`config.mk`:
```
export PLATFORM = sky130hd
export DESIGN_NAME = ptcs_core
export DESIGN_NICKNAME = d
export VERILOG_FILES = /design/src/hdl/ptcs_pkg.sv /design/src/hdl/ptcs_core.sv /design/src/hdl/ptcs_ctx_track.sv
export VERILOG_INCLUDE_DIRS = /design/src /design/src/hdl
export SDC_FILE = /design/constraint.sdc
export NUM_CORES = 1
export LEC_CHECK = 0
export ABC_AREA = 1
export BUFFER_PORTS_ARGS = -buffer_cell sky130_fd_sc_hd__buf_2
export CELL_PAD_IN_SITES_DETAIL_PLACEMENT = 1
export CELL_PAD_IN_SITES_GLOBAL_PLACEMENT = 1
export CORE_AREA = 2 2 89 91
export DETAILED_ROUTE_END_ITERATION = 10
export DIE_AREA = 0 0 91 93
export PLACE_DENSITY = 0.93
export SYNTH_ARGS = -nofsm -noshare
export SYNTH_HDL_FRONTEND = slang
export SYNTH_SLANG_ARGS = --single-unit
```
`constraint.sdc`:
```
create_clock -name pclk -period 3.45 [get_ports pclk]
set_input_delay 0.1725 -clock pclk [delete_from_list [all_inputs] [get_ports pclk]]
set_output_delay 0.1725 -clock pclk [all_outputs]
set_load 0.005 [all_outputs]
```
`src/hdl/ptcs_regs.svh`:
```
// register map, field positions, reset values and timing for the trap and context status block
`ifndef PTCS_REGS_SVH
`define PTCS_REGS_SVH
`define PTCS_ADDR_W 8
`define PTCS_OFF_CTRL 8'h00
`define PTCS_OFF_CTX 8'h04
`define PTCS_OFF_EXT 8'h08
`define PTCS_CTRL_TVM 0
`define PTCS_CTRL_TW 1
`define PTCS_CTRL_TSR 2
`define PTCS_CTX_FS_LO 0
`define PTCS_CTX_VS_LO 2
`define PTCS_CTX_XS_LO 4
`define PTCS_CTX_SD 31
`define PTCS_CTRL_RST 1'h0
`define PTCS_CTX_RST 2'h0
`define PTCS_MAX_EXT 6
`define PTCS_STD_UNITS 2
`define PTCS_CLK_PERIOD_NS 10
`define PTCS_WFI_LIMIT_NS 640
`define PTCS_WFI_CNT_W 16
`endif

```
`src/hdl/ptcs_pkg.sv`:
```
// types shared by the trap and context status block
package ptcs_pkg;
   typedef enum logic [1:0] {PTCS_U = 2'h0, PTCS_S = 2'h1, PTCS_M = 2'h3} ptcs_mode_t;
   typedef enum logic [1:0] {PTCS_OFF = 2'h0, PTCS_INIT = 2'h1, PTCS_CLEAN = 2'h2, PTCS_DIRTY = 2'h3} ptcs_ctx_t;
   typedef enum logic [3:0] {
      PTCS_K_NONE = 4'h0, PTCS_K_TBASE = 4'h1, PTCS_K_FENCE = 4'h2, PTCS_K_INVAL = 4'h3,
      PTCS_K_WFI = 4'h4, PTCS_K_SUPERVISOR_RETURN_INSTR = 4'h5, PTCS_K_READ = 4'h6, PTCS_K_MODIFY = 4'h7,
      PTCS_K_ENABLE = 4'h8, PTCS_K_DISABLE = 4'h9, PTCS_K_UNCONFIG = 4'ha
   } ptcs_kind_t;
   typedef enum logic {PTCS_IDLE = 1'b0, PTCS_WAIT = 1'b1} ptcs_fsm_t;
   typedef struct packed {
      logic translation_trap_bit;
      logic tw;
      logic return_trap_bit;
      ptcs_fsm_t fsm;
      logic wfi_timed;
      logic [15:0] wfi_cnt;
      logic rsp_valid;
      logic rsp_illegal;
      logic [31:0] prdata;
      logic pslverr;
   } ptcs_core_st_t;
   typedef struct packed {
      ptcs_ctx_t st;
      logic init;
   } ptcs_trk_st_t;
endpackage

```
`src/hdl/ptcs_core.sv`:
```
// machine control bits, illegal-instruction checks, wait timeout and context status summary
//
// Local design decisions: the register addresses and the APB interface to the registers.
`timescale 1ns/100ps
`default_nettype none
`include "ptcs_regs.svh"
module ptcs_core import ptcs_pkg::*; #(
   parameter bit HAS_S = 1'b1,
   parameter bit HAS_U = 1'b1,
   parameter bit HAS_F = 1'b1,
   parameter bit HAS_V = 1'b1,
   parameter bit KEEP_FS_NO_F = 1'b0,
   parameter bit KEEP_VS_NO_V = 1'b0,
   parameter int N_EXT = 1,
   parameter int WFI_LIMIT_CYC = `PTCS_WFI_LIMIT_NS / `PTCS_CLK_PERIOD_NS
) (
   // clock and reset
   input wire logic pclk,
   input wire logic presetn,
   // apb slave
   input wire logic psel,
   input wire logic penable,
   input wire logic pwrite,
   input wire logic [`PTCS_ADDR_W-1:0] paddr,
   input wire logic [31:0] pwdata,
   input wire logic [3:0] pstrb,
   output logic [31:0] prdata,
   output logic pready,
   output logic pslverr,
   // instruction check port from the pipeline
   input wire logic instr_valid,
   input wire ptcs_kind_t instr_kind,
   input wire logic [2:0] instr_unit,
   input wire ptcs_mode_t instr_mode,
   input wire logic wfi_wake,
   output logic instr_ready,
   output logic rsp_valid,
   output logic rsp_illegal,
   // per-unit reinitialise requests: 0 float, 1 vector, then extensions
   output logic [N_EXT+1:0] unit_init
);
   localparam int NU = N_EXT + `PTCS_STD_UNITS;
   localparam bit HAS_LOWER = HAS_S || HAS_U;
   localparam bit FS_ON = HAS_F || (HAS_S && KEEP_FS_NO_F);
   localparam bit VS_ON = HAS_V || (HAS_S && KEEP_VS_NO_V);
   localparam logic [15:0] WFI_LAST = 16'(WFI_LIMIT_CYC - 1);

   // refuse configurations the logic cannot serve
   if (N_EXT < 0 || N_EXT > `PTCS_MAX_EXT) begin : g_bad_ext
      $error("N_EXT out of range");
   end
   if (WFI_LIMIT_CYC < 0 || WFI_LIMIT_CYC >= (1 << `PTCS_WFI_CNT_W)) begin : g_bad_lim
      $error("WFI_LIMIT_CYC out of range");
   end
   if (HAS_S && !HAS_U) begin : g_bad_modes
      $error("supervisor mode needs user mode");
   end

   ptcs_core_st_t st_r;
   ptcs_core_st_t st_nxt;
   logic [NU-1:0][1:0] unit_st;
   logic [NU-1:0] sw_we;
   logic [NU-1:0][1:0] sw_val;
   logic [NU-1:0] ev_mod;
   logic [NU-1:0] ev_en;
   logic [NU-1:0] ev_dis;
   logic [NU-1:0] ev_unc;
   logic [2:0] rsel;
   logic wr_acc;
   logic setup;
   logic acc;
   logic unit_ok;
   logic unit_off;
   logic ill_now;
   logic wfi_trap_mode;
   logic [1:0] xs;
   logic sd;

   // one-hot register select {ext, ctx, ctrl}; zero means unmapped
   function automatic logic [2:0] reg_sel(input logic [`PTCS_ADDR_W-1:0] a);
      logic [2:0] s;
      s = 3'h0;
      if (a == `PTCS_OFF_CTRL) begin
         s = 3'h1;
      end else if (a == `PTCS_OFF_CTX) begin
         s = 3'h2;
      end else if (a == `PTCS_OFF_EXT) begin
         s = 3'h4;
      end
      return s;
   endfunction

   // largest extension status; zero when there are none
   function automatic logic [1:0] ext_max(input logic [NU-1:0][1:0] v);
      logic [1:0] m;
      m = 2'h0;
      for (int i = `PTCS_STD_UNITS; i < NU; i++) begin
         if (v[i] > m) begin
            m = v[i];
         end
      end
      return m;
   endfunction

   // apb handshakes; registers answer without wait states
   assign setup = psel && !penable;
   assign wr_acc = psel && penable && pwrite;
   assign rsel = reg_sel(paddr);
   assign pready = 1'h1;
   assign prdata = st_r.prdata;
   assign pslverr = st_r.pslverr;

   // instruction acceptance; a pending wait blocks the next instruction
   assign instr_ready = st_r.fsm == PTCS_IDLE;
   assign acc = instr_valid && instr_ready;
   assign unit_ok = 32'(instr_unit) < NU;
   assign unit_off = unit_ok ? unit_st[instr_unit] == PTCS_OFF : 1'h1;
   assign wfi_trap_mode = instr_mode != PTCS_M && (st_r.tw || (instr_mode == PTCS_U && HAS_S));

   // illegal decision for everything except the wait, which the state machine times
   always_comb begin
      ill_now = 1'h0;
      case (instr_kind)
         PTCS_K_TBASE, PTCS_K_FENCE, PTCS_K_INVAL: ill_now = instr_mode == PTCS_S && st_r.translation_trap_bit;
         PTCS_K_SUPERVISOR_RETURN_INSTR: ill_now = instr_mode == PTCS_S && st_r.return_trap_bit;
         PTCS_K_READ, PTCS_K_MODIFY, PTCS_K_UNCONFIG: ill_now = unit_off;
         // float and vector have no enable or disable instructions
         PTCS_K_ENABLE, PTCS_K_DISABLE: ill_now = !unit_ok || instr_unit < 3'(`PTCS_STD_UNITS);
         default: ill_now = 1'h0;
      endcase
   end

   // summary fields
   assign xs = ext_max(unit_st);
   assign sd = unit_st[0] == PTCS_DIRTY || unit_st[1] == PTCS_DIRTY || xs == PTCS_DIRTY;

   // one tracker per unit; float and vector written through ctx, extensions through ext
   for (genvar u = 0; u < NU; u++) begin : g_unit
      localparam bit PRES = (u == 0) ? FS_ON : (u == 1) ? VS_ON : 1'b1;
      assign ev_mod[u] = acc && instr_kind == PTCS_K_MODIFY && 32'(instr_unit) == u && !ill_now;
      assign ev_en[u] = acc && instr_kind == PTCS_K_ENABLE && 32'(instr_unit) == u && !ill_now;
      assign ev_dis[u] = acc && instr_kind == PTCS_K_DISABLE && 32'(instr_unit) == u && !ill_now;
      assign ev_unc[u] = acc && instr_kind == PTCS_K_UNCONFIG && 32'(instr_unit) == u && !ill_now;
      if (u == 0) begin : g_fs
         assign sw_we[u] = wr_acc && rsel[1] && pstrb[0];
         assign sw_val[u] = pwdata[`PTCS_CTX_FS_LO +: 2];
      end else if (u == 1) begin : g_vs
         assign sw_we[u] = wr_acc && rsel[1] && pstrb[0];
         assign sw_val[u] = pwdata[`PTCS_CTX_VS_LO +: 2];
      end else begin : g_xs
         assign sw_we[u] = wr_acc && rsel[2] && pstrb[(2 * (u - `PTCS_STD_UNITS)) / 8];
         assign sw_val[u] = pwdata[2 * (u - `PTCS_STD_UNITS) +: 2];
      end
      ptcs_ctx_track #(.PRESENT(PRES)) u_track (
         .pclk(pclk),
         .presetn(presetn),
         .sw_we(sw_we[u]),
         .sw_val(sw_val[u]),
         .ev_mod(ev_mod[u]),
         .ev_enable(ev_en[u]),
         .ev_disable(ev_dis[u]),
         .ev_unconfig(ev_unc[u]),
         .status(unit_st[u]),
         .init_pulse(unit_init[u])
      );
   end

   // next state: control bits, apb read data, instruction answers and the wait timer
   always_comb begin
      st_nxt = st_r;
      st_nxt.rsp_valid = 1'h0;
      st_nxt.rsp_illegal = 1'h0;
      // control bits that cannot exist stay zero whatever is written
      if (wr_acc && rsel[0] && pstrb[0]) begin
         st_nxt.translation_trap_bit = HAS_S && pwdata[`PTCS_CTRL_TVM];
         st_nxt.tw = HAS_LOWER && pwdata[`PTCS_CTRL_TW];
         st_nxt.return_trap_bit = HAS_S && pwdata[`PTCS_CTRL_TSR];
      end
      // read data is captured in the setup cycle so it is stable through the access phase
      if (setup) begin
         st_nxt.prdata = 32'h0;
         st_nxt.pslverr = 1'h0;
         if (rsel[0]) begin
            st_nxt.prdata[`PTCS_CTRL_TVM] = st_r.translation_trap_bit;
            st_nxt.prdata[`PTCS_CTRL_TW] = st_r.tw;
            st_nxt.prdata[`PTCS_CTRL_TSR] = st_r.return_trap_bit;
         end else if (rsel[1]) begin
            st_nxt.prdata[`PTCS_CTX_FS_LO +: 2] = unit_st[0];
            st_nxt.prdata[`PTCS_CTX_VS_LO +: 2] = unit_st[1];
            st_nxt.prdata[`PTCS_CTX_XS_LO +: 2] = xs;
            st_nxt.prdata[`PTCS_CTX_SD] = sd;
         end else if (rsel[2]) begin
            for (int i = `PTCS_STD_UNITS; i < NU; i++) begin
               st_nxt.prdata[2 * (i - `PTCS_STD_UNITS) +: 2] = unit_st[i];
            end
         end else begin
            st_nxt.pslverr = 1'h1;
         end
      end
      case (st_r.fsm)
         PTCS_IDLE: begin
            if (acc && instr_kind == PTCS_K_WFI) begin
               if (wfi_wake) begin
                  st_nxt.rsp_valid = 1'h1;
               end else if (wfi_trap_mode && WFI_LIMIT_CYC == 0) begin
                  st_nxt.rsp_valid = 1'h1;
                  st_nxt.rsp_illegal = 1'h1;
               end else begin
                  st_nxt.fsm = PTCS_WAIT;
                  st_nxt.wfi_timed = wfi_trap_mode;
                  st_nxt.wfi_cnt = 16'h0;
               end
            end else if (acc) begin
               st_nxt.rsp_valid = 1'h1;
               st_nxt.rsp_illegal = ill_now;
            end
         end
         PTCS_WAIT: begin
            // a wake in the last counted cycle still completes the wait
            if (wfi_wake) begin
               st_nxt.rsp_valid = 1'h1;
               st_nxt.fsm = PTCS_IDLE;
            end else if (st_r.wfi_timed && st_r.wfi_cnt == WFI_LAST) begin
               st_nxt.rsp_valid = 1'h1;
               st_nxt.rsp_illegal = 1'h1;
               st_nxt.fsm = PTCS_IDLE;
            end else begin
               st_nxt.wfi_cnt = 16'(st_r.wfi_cnt + 16'h1);
            end
         end
         default: st_nxt.fsm = PTCS_IDLE;
      endcase
   end

   // state register
   always_ff @(posedge pclk or negedge presetn) begin
      if (!presetn) begin
         st_r.translation_trap_bit <= `PTCS_CTRL_RST;
         st_r.tw <= `PTCS_CTRL_RST;
         st_r.return_trap_bit <= `PTCS_CTRL_RST;
         st_r.fsm <= PTCS_IDLE;
         st_r.wfi_timed <= 1'h0;
         st_r.wfi_cnt <= 16'h0;
         st_r.rsp_valid <= 1'h0;
         st_r.rsp_illegal <= 1'h0;
         st_r.prdata <= 32'h0;
         st_r.pslverr <= 1'h0;
      end else begin
         st_r <= st_nxt;
      end
   end

   assign rsp_valid = st_r.rsp_valid;
   assign rsp_illegal = st_r.rsp_illegal;
endmodule
`default_nettype wire

```
`src/hdl/ptcs_ctx_track.sv`:
```
// one context status field (float, vector or extension) with its instruction-driven transitions
`timescale 1ns/100ps
`default_nettype none
`include "ptcs_regs.svh"
module ptcs_ctx_track import ptcs_pkg::*; #(
   parameter bit PRESENT = 1'b1
) (
   // clock and reset
   input wire logic pclk,
   input wire logic presetn,
   // software write of the field
   input wire logic sw_we,
   input wire logic [1:0] sw_val,
   // instruction events, already checked legal
   input wire logic ev_mod,
   input wire logic ev_enable,
   input wire logic ev_disable,
   input wire logic ev_unconfig,
   // status and unit reinitialise request
   output logic [1:0] status,
   output logic init_pulse
);
   ptcs_trk_st_t st_r;
   ptcs_trk_st_t st_nxt;

   // hardware events beat a software write in the same cycle, so dirtiness is never lost
   always_comb begin
      st_nxt = st_r;
      st_nxt.init = 1'h0;
      if (!PRESENT) begin
         st_nxt.st = PTCS_OFF;
      end else if (ev_disable) begin
         st_nxt.st = PTCS_OFF;
      end else if (ev_enable) begin
         st_nxt.st = PTCS_INIT;
         st_nxt.init = 1'h1;
      end else if (ev_unconfig) begin
         st_nxt.st = PTCS_INIT;
      end else if (ev_mod) begin
         st_nxt.st = PTCS_DIRTY;
      end else if (sw_we) begin
         // every code is legal; no init request, so unit contents survive
         st_nxt.st = ptcs_ctx_t'(sw_val);
      end
   end

   always_ff @(posedge pclk or negedge presetn) begin
      if (!presetn) begin
         st_r.st <= ptcs_ctx_t'(`PTCS_CTX_RST);
         st_r.init <= 1'h0;
      end else begin
         st_r <= st_nxt;
      end
   end

   assign status = st_r.st;
   assign init_pulse = st_r.init;
endmodule
`default_nettype wire

```
[Word-level counts from Yosys, hierarchy flattened]
Cells that the tools add are included.
Word-level totals
  memories kept: 0
  RAM bits: 0
  register bits: 40
  latch bits: 0
  output and inout bits: 40
  bits in read-only memories: 0
Operators by class
  reduce and logical (&&, ||, !) cells: 62
  bitwise gates (word level): 2
  eq/ne operators: 24
  multipliers: 0
  add/subtract/negate cells: 1
  shift operators: 0
  muxes and demuxes: 54
  magnitude comparators: 4
  div/mod/pow operators: 0
Operators with widths (count)
  1-bit logical AND: 43
  2-bit two-way mux: 21
  18-bit two-way mux: 2
  18-bit case mux with 2 select lines: 1
  16-bit two-way mux: 2
  1-bit two-way mux: 19
  16-bit by 1-bit adder with 16-bit output, second input constant: 1
  16-bit by 6-bit == test with 1-bit output, second input constant: 1
  4-bit by 3-bit == test with 1-bit output, second input constant: 4
  3-bit two-way mux: 5
  5-bit nonzero test: 3
  4-bit == test, second input constant: 3
  4-bit by 2-bit == test with 1-bit output, second input constant: 2
  8-bit by 3-bit == test with 1-bit output, second input constant: 1
  8-bit by 4-bit == test with 1-bit output, second input constant: 1
  8-bit logical NOT: 1
  2-bit != test, second input constant: 4
  2-bit == test, second input constant: 3
  3-bit by 2-bit less-than comparator with 1-bit output, second input constant: 2
  3-bit OR reduction: 2
  2-bit binary-select mux with 2-bit select: 1
  4-bit by 1-bit == test with 1-bit output, second input constant: 1
  2-bit logical NOT: 2
  1-bit logical OR: 4
  15 further kinds: 18

[Depth between registers and ports, before layout]
Gate-level depths: netlist of run 1.
  depth in word-level cells: 11
  mapped depth: 12
  depth with buffers taken out: 12

[By module]
From an unflattened synthesis of run 1, not the netlist that was laid out.
Second synthesis, totals
  cells, all modules: 430
  area, all modules: 2920.3 um^2
By module, submodules not included
  ptcs_core: times used 1, sequential area each 775.7 um^2, area each 2424.8 um^2, cells an instance 361
  ptcs_ctx_track: times used 3, sequential area each 75.1 um^2, area each 165.2 um^2, cells an instance 23

[Worst setup path after synthesis of run 1]
Ideal clock, no wire load.
  kind: register to register
  start point: register st_r[35] (netlist bit)
  end point: register st_r[48] (netlist bit)
  path slack: 1.896 ns
  data required time: 3.332 ns
  data arrival time: 1.436 ns
  cell stages (with the launch flop): 10
  period minus slack after synthesis: 1.554 ns
  path through: dfrtp_1 > ha_1 > nand2_1 > nor3_4 > nand4_2 > nand2_4 > inv_2 > buf_6 > nand4_2 > o21ai_2
On the way
  cells in the longest elaborated chain, start to end: 4
  elaborated cells between the ends (all ways): 8
  classes of those cells: add/sub: 1; eq/ne: 2; mux: 3; reduce/logical: 2
RTL lines
  start: declaration: line ptcs_core.sv:59  | ptcs_core_st_t st_r;
  start signal: assignment: line ptcs_core.sv:249  | st_r <= st_nxt;
  16-bit by 1-bit adder with 16-bit output / 16-bit by 6-bit == test with 1-bit output (equally long branches): line ptcs_core.sv:228, ptcs_core.sv:223
  16-bit two-way mux / 1-bit logical AND (equally long branches): line ptcs_core.sv:223  | end else if (st_r.wfi_timed && st_r.wfi_cnt == WFI_LAST) begin
  16-bit two-way mux / 2-bit != test (equally long branches)
  18-bit case mux with 2 select lines / 4-bit AND reduction (equally long branches)
Parallel ways exist; a longest one is shown, timed or not. The select of a mux whose other input is x is not followed.
A chain may end at the register's enable or synchronous reset.

[Worst setup path in the final report of run 1]
  start point: register st_r[52] (netlist bit)
  end point: register st_r[48] (netlist bit)
On the way
  cells in the longest elaborated chain, start to end: 5
  elaborated cells between the ends (all ways): 9
  classes of those cells: eq/ne: 4; mux: 1; bitwise: 1; reduce/logical: 3
RTL lines
  1-bit inverter (no line)
  1-bit logical AND: line ptcs_core.sv:115  | assign acc = instr_valid && instr_ready;
  1-bit logical AND: line ptcs_core.sv:202  | if (acc && instr_kind == PTCS_K_WFI) begin
  2-bit by 1-bit != test with 1-bit output (no line)
  4-bit AND reduction (no line)
Parallel ways exist; a longest one is shown, timed or not.

==> results of run 1 <==
==> how the worst max path moves through the flow <==
stage,from,to,slack [ns],cells after the start
after CTS,st_r[52],st_r[48],1.25,7
after global routing,st_r[52],st_r[37],1.04,7
after global placement,st_r[52],st_r[48],1.33,7
after floorplan,st_r[35],st_r[48],1.90,9
after detailed placement,st_r[52],st_r[37],1.26,7
final,st_r[52],st_r[48],1.22,7
==> report_power, final <==
part | leakage, nW | internal [mW] | total, mW | switching [mW]
registers | 0.527 | 0.511 | 0.558 | 0.0461
clock network | 0.0400 | 0.137 | 0.306 | 0.169
logic | 0.851 | 0.0673 | 0.194 | 0.127
==> cell type report <==
cell class                 instances  area (sq um)
clock buffer                       5         68.82
inverter                          44         165.2
timing repair buffer              42         210.2
multi-input combinational        269          1378
tap                              102         127.6
clock inverter                     2         12.51
sequential                        40          1001
fill                             987          4564
==> layout by cell type, fill, tap and decap left out, types with 3 or more instances in the layout <==
cell	Yosys	final
dfrtp_1	40	40
nand3_1	37	37
nand2_2	4	4
nand2_1	76	76
a21oi_1	5	5
o21ai_0	26	26
nand3_2	3	3
xor2_1	5	5
o21ai_2	7	7
clkbuf_8	0	5
o31ai_1	5	5
nor3_1	6	6
nor2_2	4	4
inv_1	41	41
nor4_1	6	6
inv_2	3	3
conb_1	2	28
nor2_1	29	29
buf_2	1	42
nand4_1	7	7
==> stage by stage <==
| stage | hold WS (ns) | cell area [sq um] | util (%) | instances |
|---|---|---|---|---|
| after floorplan | -0.1231 | 2849 | - | 393 |
| after global placement | 0.3401 | 2882 | 38.28 | 497 |
| after detailed placement | 0.3498 | 2882 | 38.28 | 497 |
| after CTS | 0.02864 | 2963 | 39.36 | 504 |
| after global routing | 0.05309 | 2963 | 39.36 | 504 |
| final | -0.008836 | 2963 | 39.36 | 504 |
==> cells by family after synthesis <==
group / Yosys count / share of synthesized area (%)
compound gates: 55 / 13.19
xor+xnor: 5 / 1.592
fa+ha+maj: 1 / 0.4547
buf+inv: 84 / 17.10
flops: 40 / 36.38
other cells: 2 / 0.2730
simple gates: 180 / 31.01
==> critical path, cell delays in order (launching register included) <==
cell and delay [ns]:
dfrtp_1 0.68, inv_2 0.22, nor4_1 0.33, nand4_2 0.23
nand2_4 0.27, inv_2 0.19, nand4_2 0.12, o21ai_2 0.06
==> flip-flops by register name (all words and copies together), names as in the netlist <==
signal,flops
st_r,21
rsp_valid,1
prdata,7
g_unit.u_track.init_pulse,3
pslverr,1
g_unit.u_track.status,6
rsp_illegal,1
==> layer usage <==
| layer | wire length (um) | part of all wire, % |
|---|---|---|
| met1 | 3024 | 43 |
| met2 | 3637 | 52 |
| met3 | 201 | 2.9 |
| met4 | 142 | 2.0 |
| met5 | 0 | 0 |
==> run_results.csv, run 1 <==
group,metric,value,unit
yosys,netlist_area,2751,sq um
clocking,clk_path_buf_depth,2,
global_route,grt_pass1_wl,12050,um
clocking,cts_tree,"done",
setup_path,critPathArrivalTime,2.40,ns
yosys,yosysMostFrequentCell,"nand2_1",
route,vias,2495,
global_route,grtUsageMet3,2.981,%
clocking,htree_levels,2,
setup_path,crit_path_max_fanout,23,
route,wl_per_cell,13.90,um
setup_path,setup.worst_path.start_class,"flip-flop",
route,drc,0,
power_and_ir_drop,power.total,1.057,mW
global_route,use_met1,20.96,%
timing,grt_setup_unrepaired,"no",
die,rows,32,
clocking,cts.clk_slew.worst_paths,0.08,ns
yosys,synth_cells,367,
clocking,worst_skew_pair.late_latency,0.30,ns
yosys,synth_area_leaders,"dfrtp_1 36%, nand2_1 10%, buf_4 10%",
setup_path,r2r-start,"st_r[52]",
timing,layout_min_cycle_time,2.229,ns
power_and_ir_drop,p_per_area,356.9,nW/um^2
route,firstDrtPassIters,4,
yosys,ys_seq_elements,40,
die,ios,100,
clocking,cts_hold_buf,0,
status,failed_checks,"negative hold slack",
die,start_util,36.55,%
final_layout,final_nets,463,
yosys,synth-main-ff-cell,"dfrtp_1",
timing,setup_viol,0,
route,wl,7006,um
final_layout,area_delta_synth_final,7.685,%
yosys,yosysSeqAreaShare,36.38,%
placed_design,dp_slack,1.259,ns
yosys,synthTopCellsByCount,"76 x nand2_1, 41 x inv_1, 40 x dfrtp_1",
setup_path,r2r_end,"st_r[48]",
timing,max-slew-margin-rel,40.88,%
setup_path,critical_path_class,"reg -> reg",
clocking,post-cts-setup-buffer-count,0,
clocking,cts_repair_resize_count,0,
global_route,grt_use_total,17.33,%
global_route,top_usage_layer,"met2",
route,drt_iter0_markers,103,
setup_path,cp.required,3.62,ns
worst_hold_path,holdCritPathClass,"in -> async",
route,postRouteAntennaNets,0,
yosys,synth_top_area_share,36.38,%
timing,fin_ws,1.221,ns
power_and_ir_drop,vdd_drop_max,0.1504,mV
global_route,grt_max_degree,41,
setup_path,reg2regPathDepth,7,
clocking,cts_sinks,40,
status,status,"finished with violations",
yosys,synth_edf_count,0,
placed_design,io_buffers,42,
setup_path,end_kind,"flip-flop",
power_and_ir_drop,power.leakage,1.418,nW
yosys,yosys.cell_types.count,36,
die,die_w,91,um
global_route,antenna_found_initial,0,
timing,worst_pin_slew,0.8868,ns
placed_design,place.gp.congestion,0.8262,
clocking,cts_made_buffers,5,
timing,fmax,448.5,MHz
final_layout,layout-drive-gt1-share,20.40,%
timing,fin_crit_sh,64.62,%
global_route,grtUsageMet2,30.68,%
die,die_area,8463,sq um
yosys,ys_warn_count,0,
run,cap_viol_max_count,0,
yosys,yosysTopAreaCell,"dfrtp_1",
die,fp.coreArea,7527,sq um
placed_design,place_hpwl,5596,um
final_layout,n_antenna_cell,0,
clocking,clockRootBuffer,"clkbuf_8",
route,viasPerCell,4.950,
timing,whs,-0.008836,ns
global_route,grt.overflow.total,0,
timing,maxSlewViolCount,0,
die,die_y,93,um
timing,setup-tns-final,0,ns
global_route,grt_pass1_vias,2582,
timing,hold_violations,12,
timing,finClkSkew,0.01377,ns
yosys,synth.avg_cell_area,7.497,sq um
setup_path,reg2reg_slack,1.22,ns
yosys,ys_async_sr_fraction,100.0,%
No activity file was read; power rests on OpenSTA's default activity.
==> run 2: changes to the inputs <==
- ABC_AREA: 1 -> 0
- CORE_AREA: 2 2 89 91 -> 2 2 93 95
- DIE_AREA: 0 0 91 93 -> 0 0 95 97
- PLACE_DENSITY: 0.93 -> 0.83
- clock period: 3.45 -> 1.95 ns (I/O delays scaled with it)
==> run_results.csv, run 2 <==
group,metric,value,unit
yosys,synth_cells,279,
timing,grt_setup_unrepaired,"no",
yosys,synthXorXnorAreaFrac,2.404,%
route,vias,2157,
yosys,synth_compound_area_share,13.05,%
yosys,synthMuxAreaShare,6.084,%
final_layout,area_delta_synth_final,13.79,%
die,die_y,97,um
yosys,synth-main-ff-cell,"dfrtp_1",
power_and_ir_drop,p_per_area,622.2,nW/um^2
timing,max-slew-margin-rel,60.93,%
global_route,antenna_found_initial,0,
timing,maxSlewViolCount,0,
die,rows,33,
clocking,worst_skew_pair.late_latency,0.29,ns
clocking,cts_tree,"done",
yosys,synth_fa_ha_area_share,0.4907,%
clocking,clk_path_buf_depth,2,
global_route,grt.overflow.total,0,
run,cap_viol_max_count,0,
yosys,synth_top_family_by_area,"simple AND/OR/NAND/NOR gates",
setup_path,cpLargestDelayFamily,"simple AND/OR/NAND/NOR gates",
yosys,synth.avg_cell_area,9.140,sq um
route,drt_iter0_markers,83,
die,die_w,95,um
setup_path,crit_path_max_fanout,8,
setup_path,cp.required,2.12,ns
setup_path,reg2regPathDepth,7,
final_layout,final_nets,383,
die,ios,100,
setup_path,cpMaxStageDelayCell,"dfrtp_1",
global_route,grt_max_degree,27,
final_layout,layout-drive-gt1-share,23.22,%
power_and_ir_drop,switching_share,25.52,%
clocking,cts_sinks,40,
clocking,clockRootBuffer,"clkbuf_8",
global_route,grt_pass1_wl,10390,um
worst_hold_path,holdCritPathClass,"in -> reg",
global_route,grt_pass1_vias,2153,
route,wl,6325,um
timing,fin_crit_sh,91.22,%
placed_design,place_area,2764,sq um
final_layout,layout_common_cells,"42 x buf_2, 40 x dfrtp_1, 28 x conb_1",
timing,finClkSkew,0.008786,ns
final_layout,largest_reg_flops,21,
setup_path,end_kind,"flip-flop",
setup_path,r2r-start,"st_r[35]",
yosys,netlist_area,2550,sq um
setup_path,crit_chain,"ha_1 -> and2_1 -> nand3_1 -> nor2_1 -> buf_4 -> mux2i_1 -> o21ai_0",
timing,hold_violations,0,
power_and_ir_drop,pwr-share-comb,12.6,%
power_and_ir_drop,power_switching,0.4607,mW
clocking,htree_levels,2,
placed_design,io_buffers,42,
die,fp.coreArea,8134,sq um
yosys,yosys.area_share.simple,25.17,%
worst_hold_path,holdPathStages,2,
yosys,ys_seq_elements,40,
setup_path,critPathArrivalTime,1.95,ns
route,wl_per_cell,14.78,um
power_and_ir_drop,seq_power_share,50.5,%
global_route,grt_use_total,13.83,%
yosys,yosysMostFrequentCell,"dfrtp_1",
setup_path,reg2reg_slack,0.17,ns
setup_path,critical_path_class,"reg -> reg",
setup_path,r2r_end,"st_r[35]",
final_layout,n_antenna_cell,0,
yosys,ys_async_sr_fraction,100.0,%
timing,setup_viol,0,
route,drc,0,
die,die_area,9215,sq um
yosys,yosys.cell_types.count,48,
yosys,synth_area_leaders,"dfrtp_1 39%, buf_4 11%, mux2i_1 4.3%",
placed_design,place_hpwl,4797,um
placed_design,place.gp.congestion,0.8279,
yosys,yosysSeqAreaShare,39.25,%
timing,worst_pin_slew,0.5860,ns
yosys,synth_edf_count,0,
worst_hold_path,hold_start,"pwdata[2]",
status,status,"completed",
yosys,ys_warn_count,0,
timing,fmax,562.2,MHz
power_and_ir_drop,vdd_drop_max,0.2660,mV
power_and_ir_drop,power.leakage,1.369,nW
setup_path,cp_slowest_stage_delay,0.41,ns
die,start_util,31.35,%
clocking,cts.clk_slew.worst_paths,0.08,ns
route,firstDrtPassIters,4,
setup_path,timing.critical_path.buf_inv,1,
final_layout,final_common_cell,"buf_2",
yosys,synthTopCellsByCount,"40 x dfrtp_1, 36 x buf_4, 23 x nor2_1",
route,postRouteAntennaNets,0,
power_and_ir_drop,power.internal,1.345,mW
setup_path,setup.worst_path.start_class,"flip-flop",
yosys,yosysTopAreaCell,"dfrtp_1",
power_and_ir_drop,pwr-share-clk,36.9,%
final_layout,final_cell_area,2902,sq um
route,viasPerCell,5.040,
timing,layout_min_cycle_time,1.779,ns
worst_hold_path,whs_endpoint,"st_r[53]",
final_layout,regMostFlops,"st_r",
yosys,synth_top_area_share,39.25,%
clocking,cts_made_buffers,5,
timing,setup-tns-final,0,ns
[run 2: cell types whose count changed after synthesis, moves of 6 or more]
| cell | change |
|---|---|
| clkbuf_1 | +9 |
| inv_1 | -35 |
| or4_1 | +7 |
| mux2i_1 | +11 |
| nand3_1 | -33 |
| o21ai_0 | -14 |
| nand2_1 | -55 |
| nor2_1 | -6 |
| o21ai_2 | -7 |
[run 2: worst max path at each step]
stage,startpoint,to,slack (ns),cells after the start
floorplan,paddr[7],g_unit[1].u_track.status[1],0.09,6
global placement,instr_kind[1],st_r[48],0.11,6
detailed placement,instr_kind[2],g_unit[0].u_track.status[0],0.05,7
CTS,g_unit[0].u_track.status[0],g_unit[2].u_track.status[1],0.03,5
global route,st_r[44],st_r[38],0.04,6
finish,st_r[35],st_r[35],0.17,7
[run 2: power by group through the flow]
stage / Sequential, mW / Combinational (mW) / Clock (mW)
finish: 0.911 / 0.228 / 0.666
global route: 0.917 / 0.261 / 0.715
CTS: 0.911 / 0.229 / 0.690
detailed placement: 0.927 / 0.225 / 0
global placement: 0.923 / 0.213 / 0
floorplan: 0.912 / 0.165 / 0
[run 2: cells by family after synthesis]
kind of cell             after synthesis
AO/OA/AOI/OAI                         49
AND/OR/NAND/NOR                      113
flip-flops                            40
multiplexers                          15
adder cells (fa/ha/maj)                1
other                                  2
XOR/XNOR                               7
buffers and inverters                 52
[run 2: per-layer routing]
layer / GRT usage [%] / routed length [um] / part of all wire, %
met1: 18.66 / 2851 / 45
met2: 22.86 / 3149 / 50
met3: 2.259 / 261 / 4.1
met4: 3.567 / 62 / 0.98
met5: 0 / 0 / 0
[run 2: metrics by stage]
step	setup slack, ns	cells	hold WS [ns]	util, %	total power [mW]
after floorplan	0.09082	305	-0.1981	-	1.077
after global placement	0.1121	418	0.1260	33.98	1.136
after detailed placement	0.05153	418	0.1351	33.98	1.152
after CTS	0.02509	427	0.06161	35.43	1.830
after global routing	0.03905	428	0.08063	35.67	1.894
final	0.1712	428	0.06546	35.67	1.805
[run 2: what timing repair did]
item | 4_1_cts | 5_1_grt
setup buffers | 0 | 1
hold endpoints to repair | 24 | 0
resized for setup | 0 | 2
hold buffers | 1 | 0
setup endpoints to repair | 0 | 8
[run 2: cell type report]
type | count | area [sq um]
fill | 966 | 5233
inverter | 6 | 22.52
sequential | 40 | 1001
clock inverter | 2 | 35.03
clock buffer | 6 | 72.57
timing repair buffer | 56 | 317.8
multi-input combinational | 213 | 1321
tap | 105 | 131.4
==> run 3: changes to the inputs <==
- ABC_AREA: 0 -> 1
- CORE_AREA: 2 2 93 95 -> 2 2 96 98
- DIE_AREA: 0 0 95 97 -> 0 0 98 100
- PLACE_DENSITY: 0.83 -> 0.85
==> run_results.csv, run 3 (synthesis gave the netlist of run 1 again) <==
group,metric,value,unit
die,die_area,9800,sq um
route,met1_length,3241,um
final_layout,layout_common_cells,"76 x nand2_1, 42 x buf_2, 41 x inv_1",
route,dr_wl_met3,211,um
clocking,cts_sinks,40,
timing,layout_min_cycle_time,1.768,ns
final_layout,largest_reg_flops,21,
status,status,"completed",
global_route,grt_pass1_vias,2576,
clocking,cts_tree,"done",
route,dr.max_layer_used,"met4",
clocking,clockRootBuffer,"clkbuf_8",
setup_path,end_kind,"flip-flop",
run,cap_viol_max_count,0,
route,postRouteAntennaNets,0,
timing,hold_violations,0,
clocking,cts.clk_slew.worst_paths,0.08,ns
power_and_ir_drop,p_per_area,658.8,nW/um^2
die,ios,100,
route,firstDrtPassIters,4,
timing,worst_pin_slew,0.9064,ns
final_layout,fin_util,34.38,%
clocking,clk_path_buf_depth,2,
power_and_ir_drop,power.internal,1.409,mW
setup_path,setup.worst_path.start_class,"flip-flop",
route,met2_length,3405,um
power_and_ir_drop,pwr-share-clk,33.9,%
clocking,cts_made_buffers,5,
power_and_ir_drop,pwr-share-comb,17.2,%
timing,setup-tns-final,0,ns
clocking,worst_skew_pair.late_latency,0.30,ns
route,wl,6955,um
timing,finClkSkew,0.007962,ns
global_route,grt_use_total,14.58,%
power_and_ir_drop,power.total,2.014,mW
die,rows,35,
die,die_w,98,um
timing,fin_crit_sh,90.64,%
power_and_ir_drop,switching_share,30.03,%
worst_hold_path,holdCritPathClass,"in -> reg",
placed_design,place.gp.congestion,0.8543,
final_layout,layout-drive-gt1-share,21.32,%
power_and_ir_drop,vdd_drop_max,0.2565,mV
clocking,cts_repair_resize_count,0,
global_route,grt.overflow.total,0,
die,fp.coreArea,8890,sq um
global_route,grt_max_degree,41,
timing,max-slew-margin-rel,39.57,%
final_layout,regMostFlops,"st_r",
route,vias,2478,
final_layout,n_antenna_cell,0,
power_and_ir_drop,power.leakage,1.463,nW
placed_design,place_hpwl,5567,um
clocking,post-cts-setup-buffer-count,0,
power_and_ir_drop,seq_power_share,48.8,%
route,viasPerCell,4.775,
route,wl_per_cell,13.40,um
global_route,grt_pass1_wl,11850,um
final_layout,final_nets,468,
die,die_y,100,um
placed_design,io_buffers,42,
setup_path,crit_path_max_fanout,11,
power_and_ir_drop,power_switching,0.6048,mW
global_route,antenna_found_initial,0,
timing,maxSlewViolCount,0,
final_layout,final_common_cell,"nand2_1",
setup_path,critical_path_class,"reg -> reg",
timing,setup_viol,0,
die,start_util,30.95,%
route,drt_iter0_markers,70,
timing,grt_setup_unrepaired,"no",
clocking,htree_levels,2,
setup_path,cp.required,2.13,ns
route,drc,0,
final_layout,area_delta_synth_final,11.10,%
timing,fmax,565.8,MHz
final_layout,fillers,1135,
setup_path,critPathArrivalTime,1.95,ns
## run 3: cell types whose count changed in the layout (fill, tap and decap cells not counted), sizes merged, moves of 5 or more
cell	before	now
and3	5	0
buf	55	46
inv	6	44
mux2i	11	0
nand2	22	81
nand3	4	40
nor2	23	33
nor2b	5	0
o21ai	13	34
or4	7	0
## run 3: what timing repair did
action,CTS,global route
endpoints found under the setup margin,0,0
endpoints found under the hold margin,40,0
hold buffers,1,0
## run 3: worst paths after layout
check                           startpoint        to  slack, ns  depth (start not counted)
worst max-delay path              st_r[35]  st_r[48]       0.18                          8
worst min-delay path             pwdata[2]  st_r[53]       0.09                          3
worst max register to register    st_r[35]  st_r[48]       0.18                          8
worst min register to register    st_r[51]  st_r[51]       0.50                          2
max in group asynchronous          presetn   pslverr       0.90                          2
min in group asynchronous          presetn  st_r[44]       0.48                          2
## run 3: power by group through the flow
stage | Clock (mW) | Combinational (mW) | Sequential (mW)
floorplan | 0 | 0.271 | 0.973
global placement | 0 | 0.331 | 0.993
detailed placement | 0 | 0.348 | 0.999
CTS | 0.706 | 0.350 | 0.984
global route | 0.741 | 0.400 | 0.998
finish | 0.683 | 0.347 | 0.984
## run 3: worst max-delay path, stage by stage, from the launching register on
cell,delay (ns)
dfrtp_1,0.44
ha_1,0.21
nand2_1,0.12
nor3_4,0.23
nand4_2,0.21
nand2_4,0.16
inv_2,0.13
nand4_2,0.10
o21ai_2,0.05
## run 3: layer usage
layer  GRT usage (%)  up-vias
met1           18.65     1189
met3           2.089        7
met4           4.487        0
met5               0        -
li1                -     1231
met2           25.61       51
## run 3: layout make-up
class | instances | area, sq um | share of cell area, %
Multi-Input combinational cell | 269 | 1378 | 45.07
Inverter | 44 | 165.2 | 5.403
Timing Repair Buffer | 47 | 262.8 | 8.596
Tap cell | 111 | 138.9 | 4.544
Sequential cell | 40 | 1001 | 32.75
Clock buffer | 5 | 68.82 | 2.251
Clock inverter | 3 | 42.54 | 1.392
## run 3: stage by stage
| step | instances | setup slack, ns | instance area [sq um] | hold slack [ns] |
|---|---|---|---|---|
| 2_1_floorplan | 393 | 0.3959 | 2849 | -0.1981 |
| 3_3_place_gp | 510 | 0.2972 | 2935 | 0.2576 |
| 3_5_place_dp | 510 | 0.2319 | 2935 | 0.2850 |
| 4_1_cts | 519 | 0.1813 | 3057 | 0.08236 |
| 5_1_grt | 519 | 0.02716 | 3057 | 0.1000 |
| 6_report | 519 | 0.1825 | 3057 | 0.09026 |
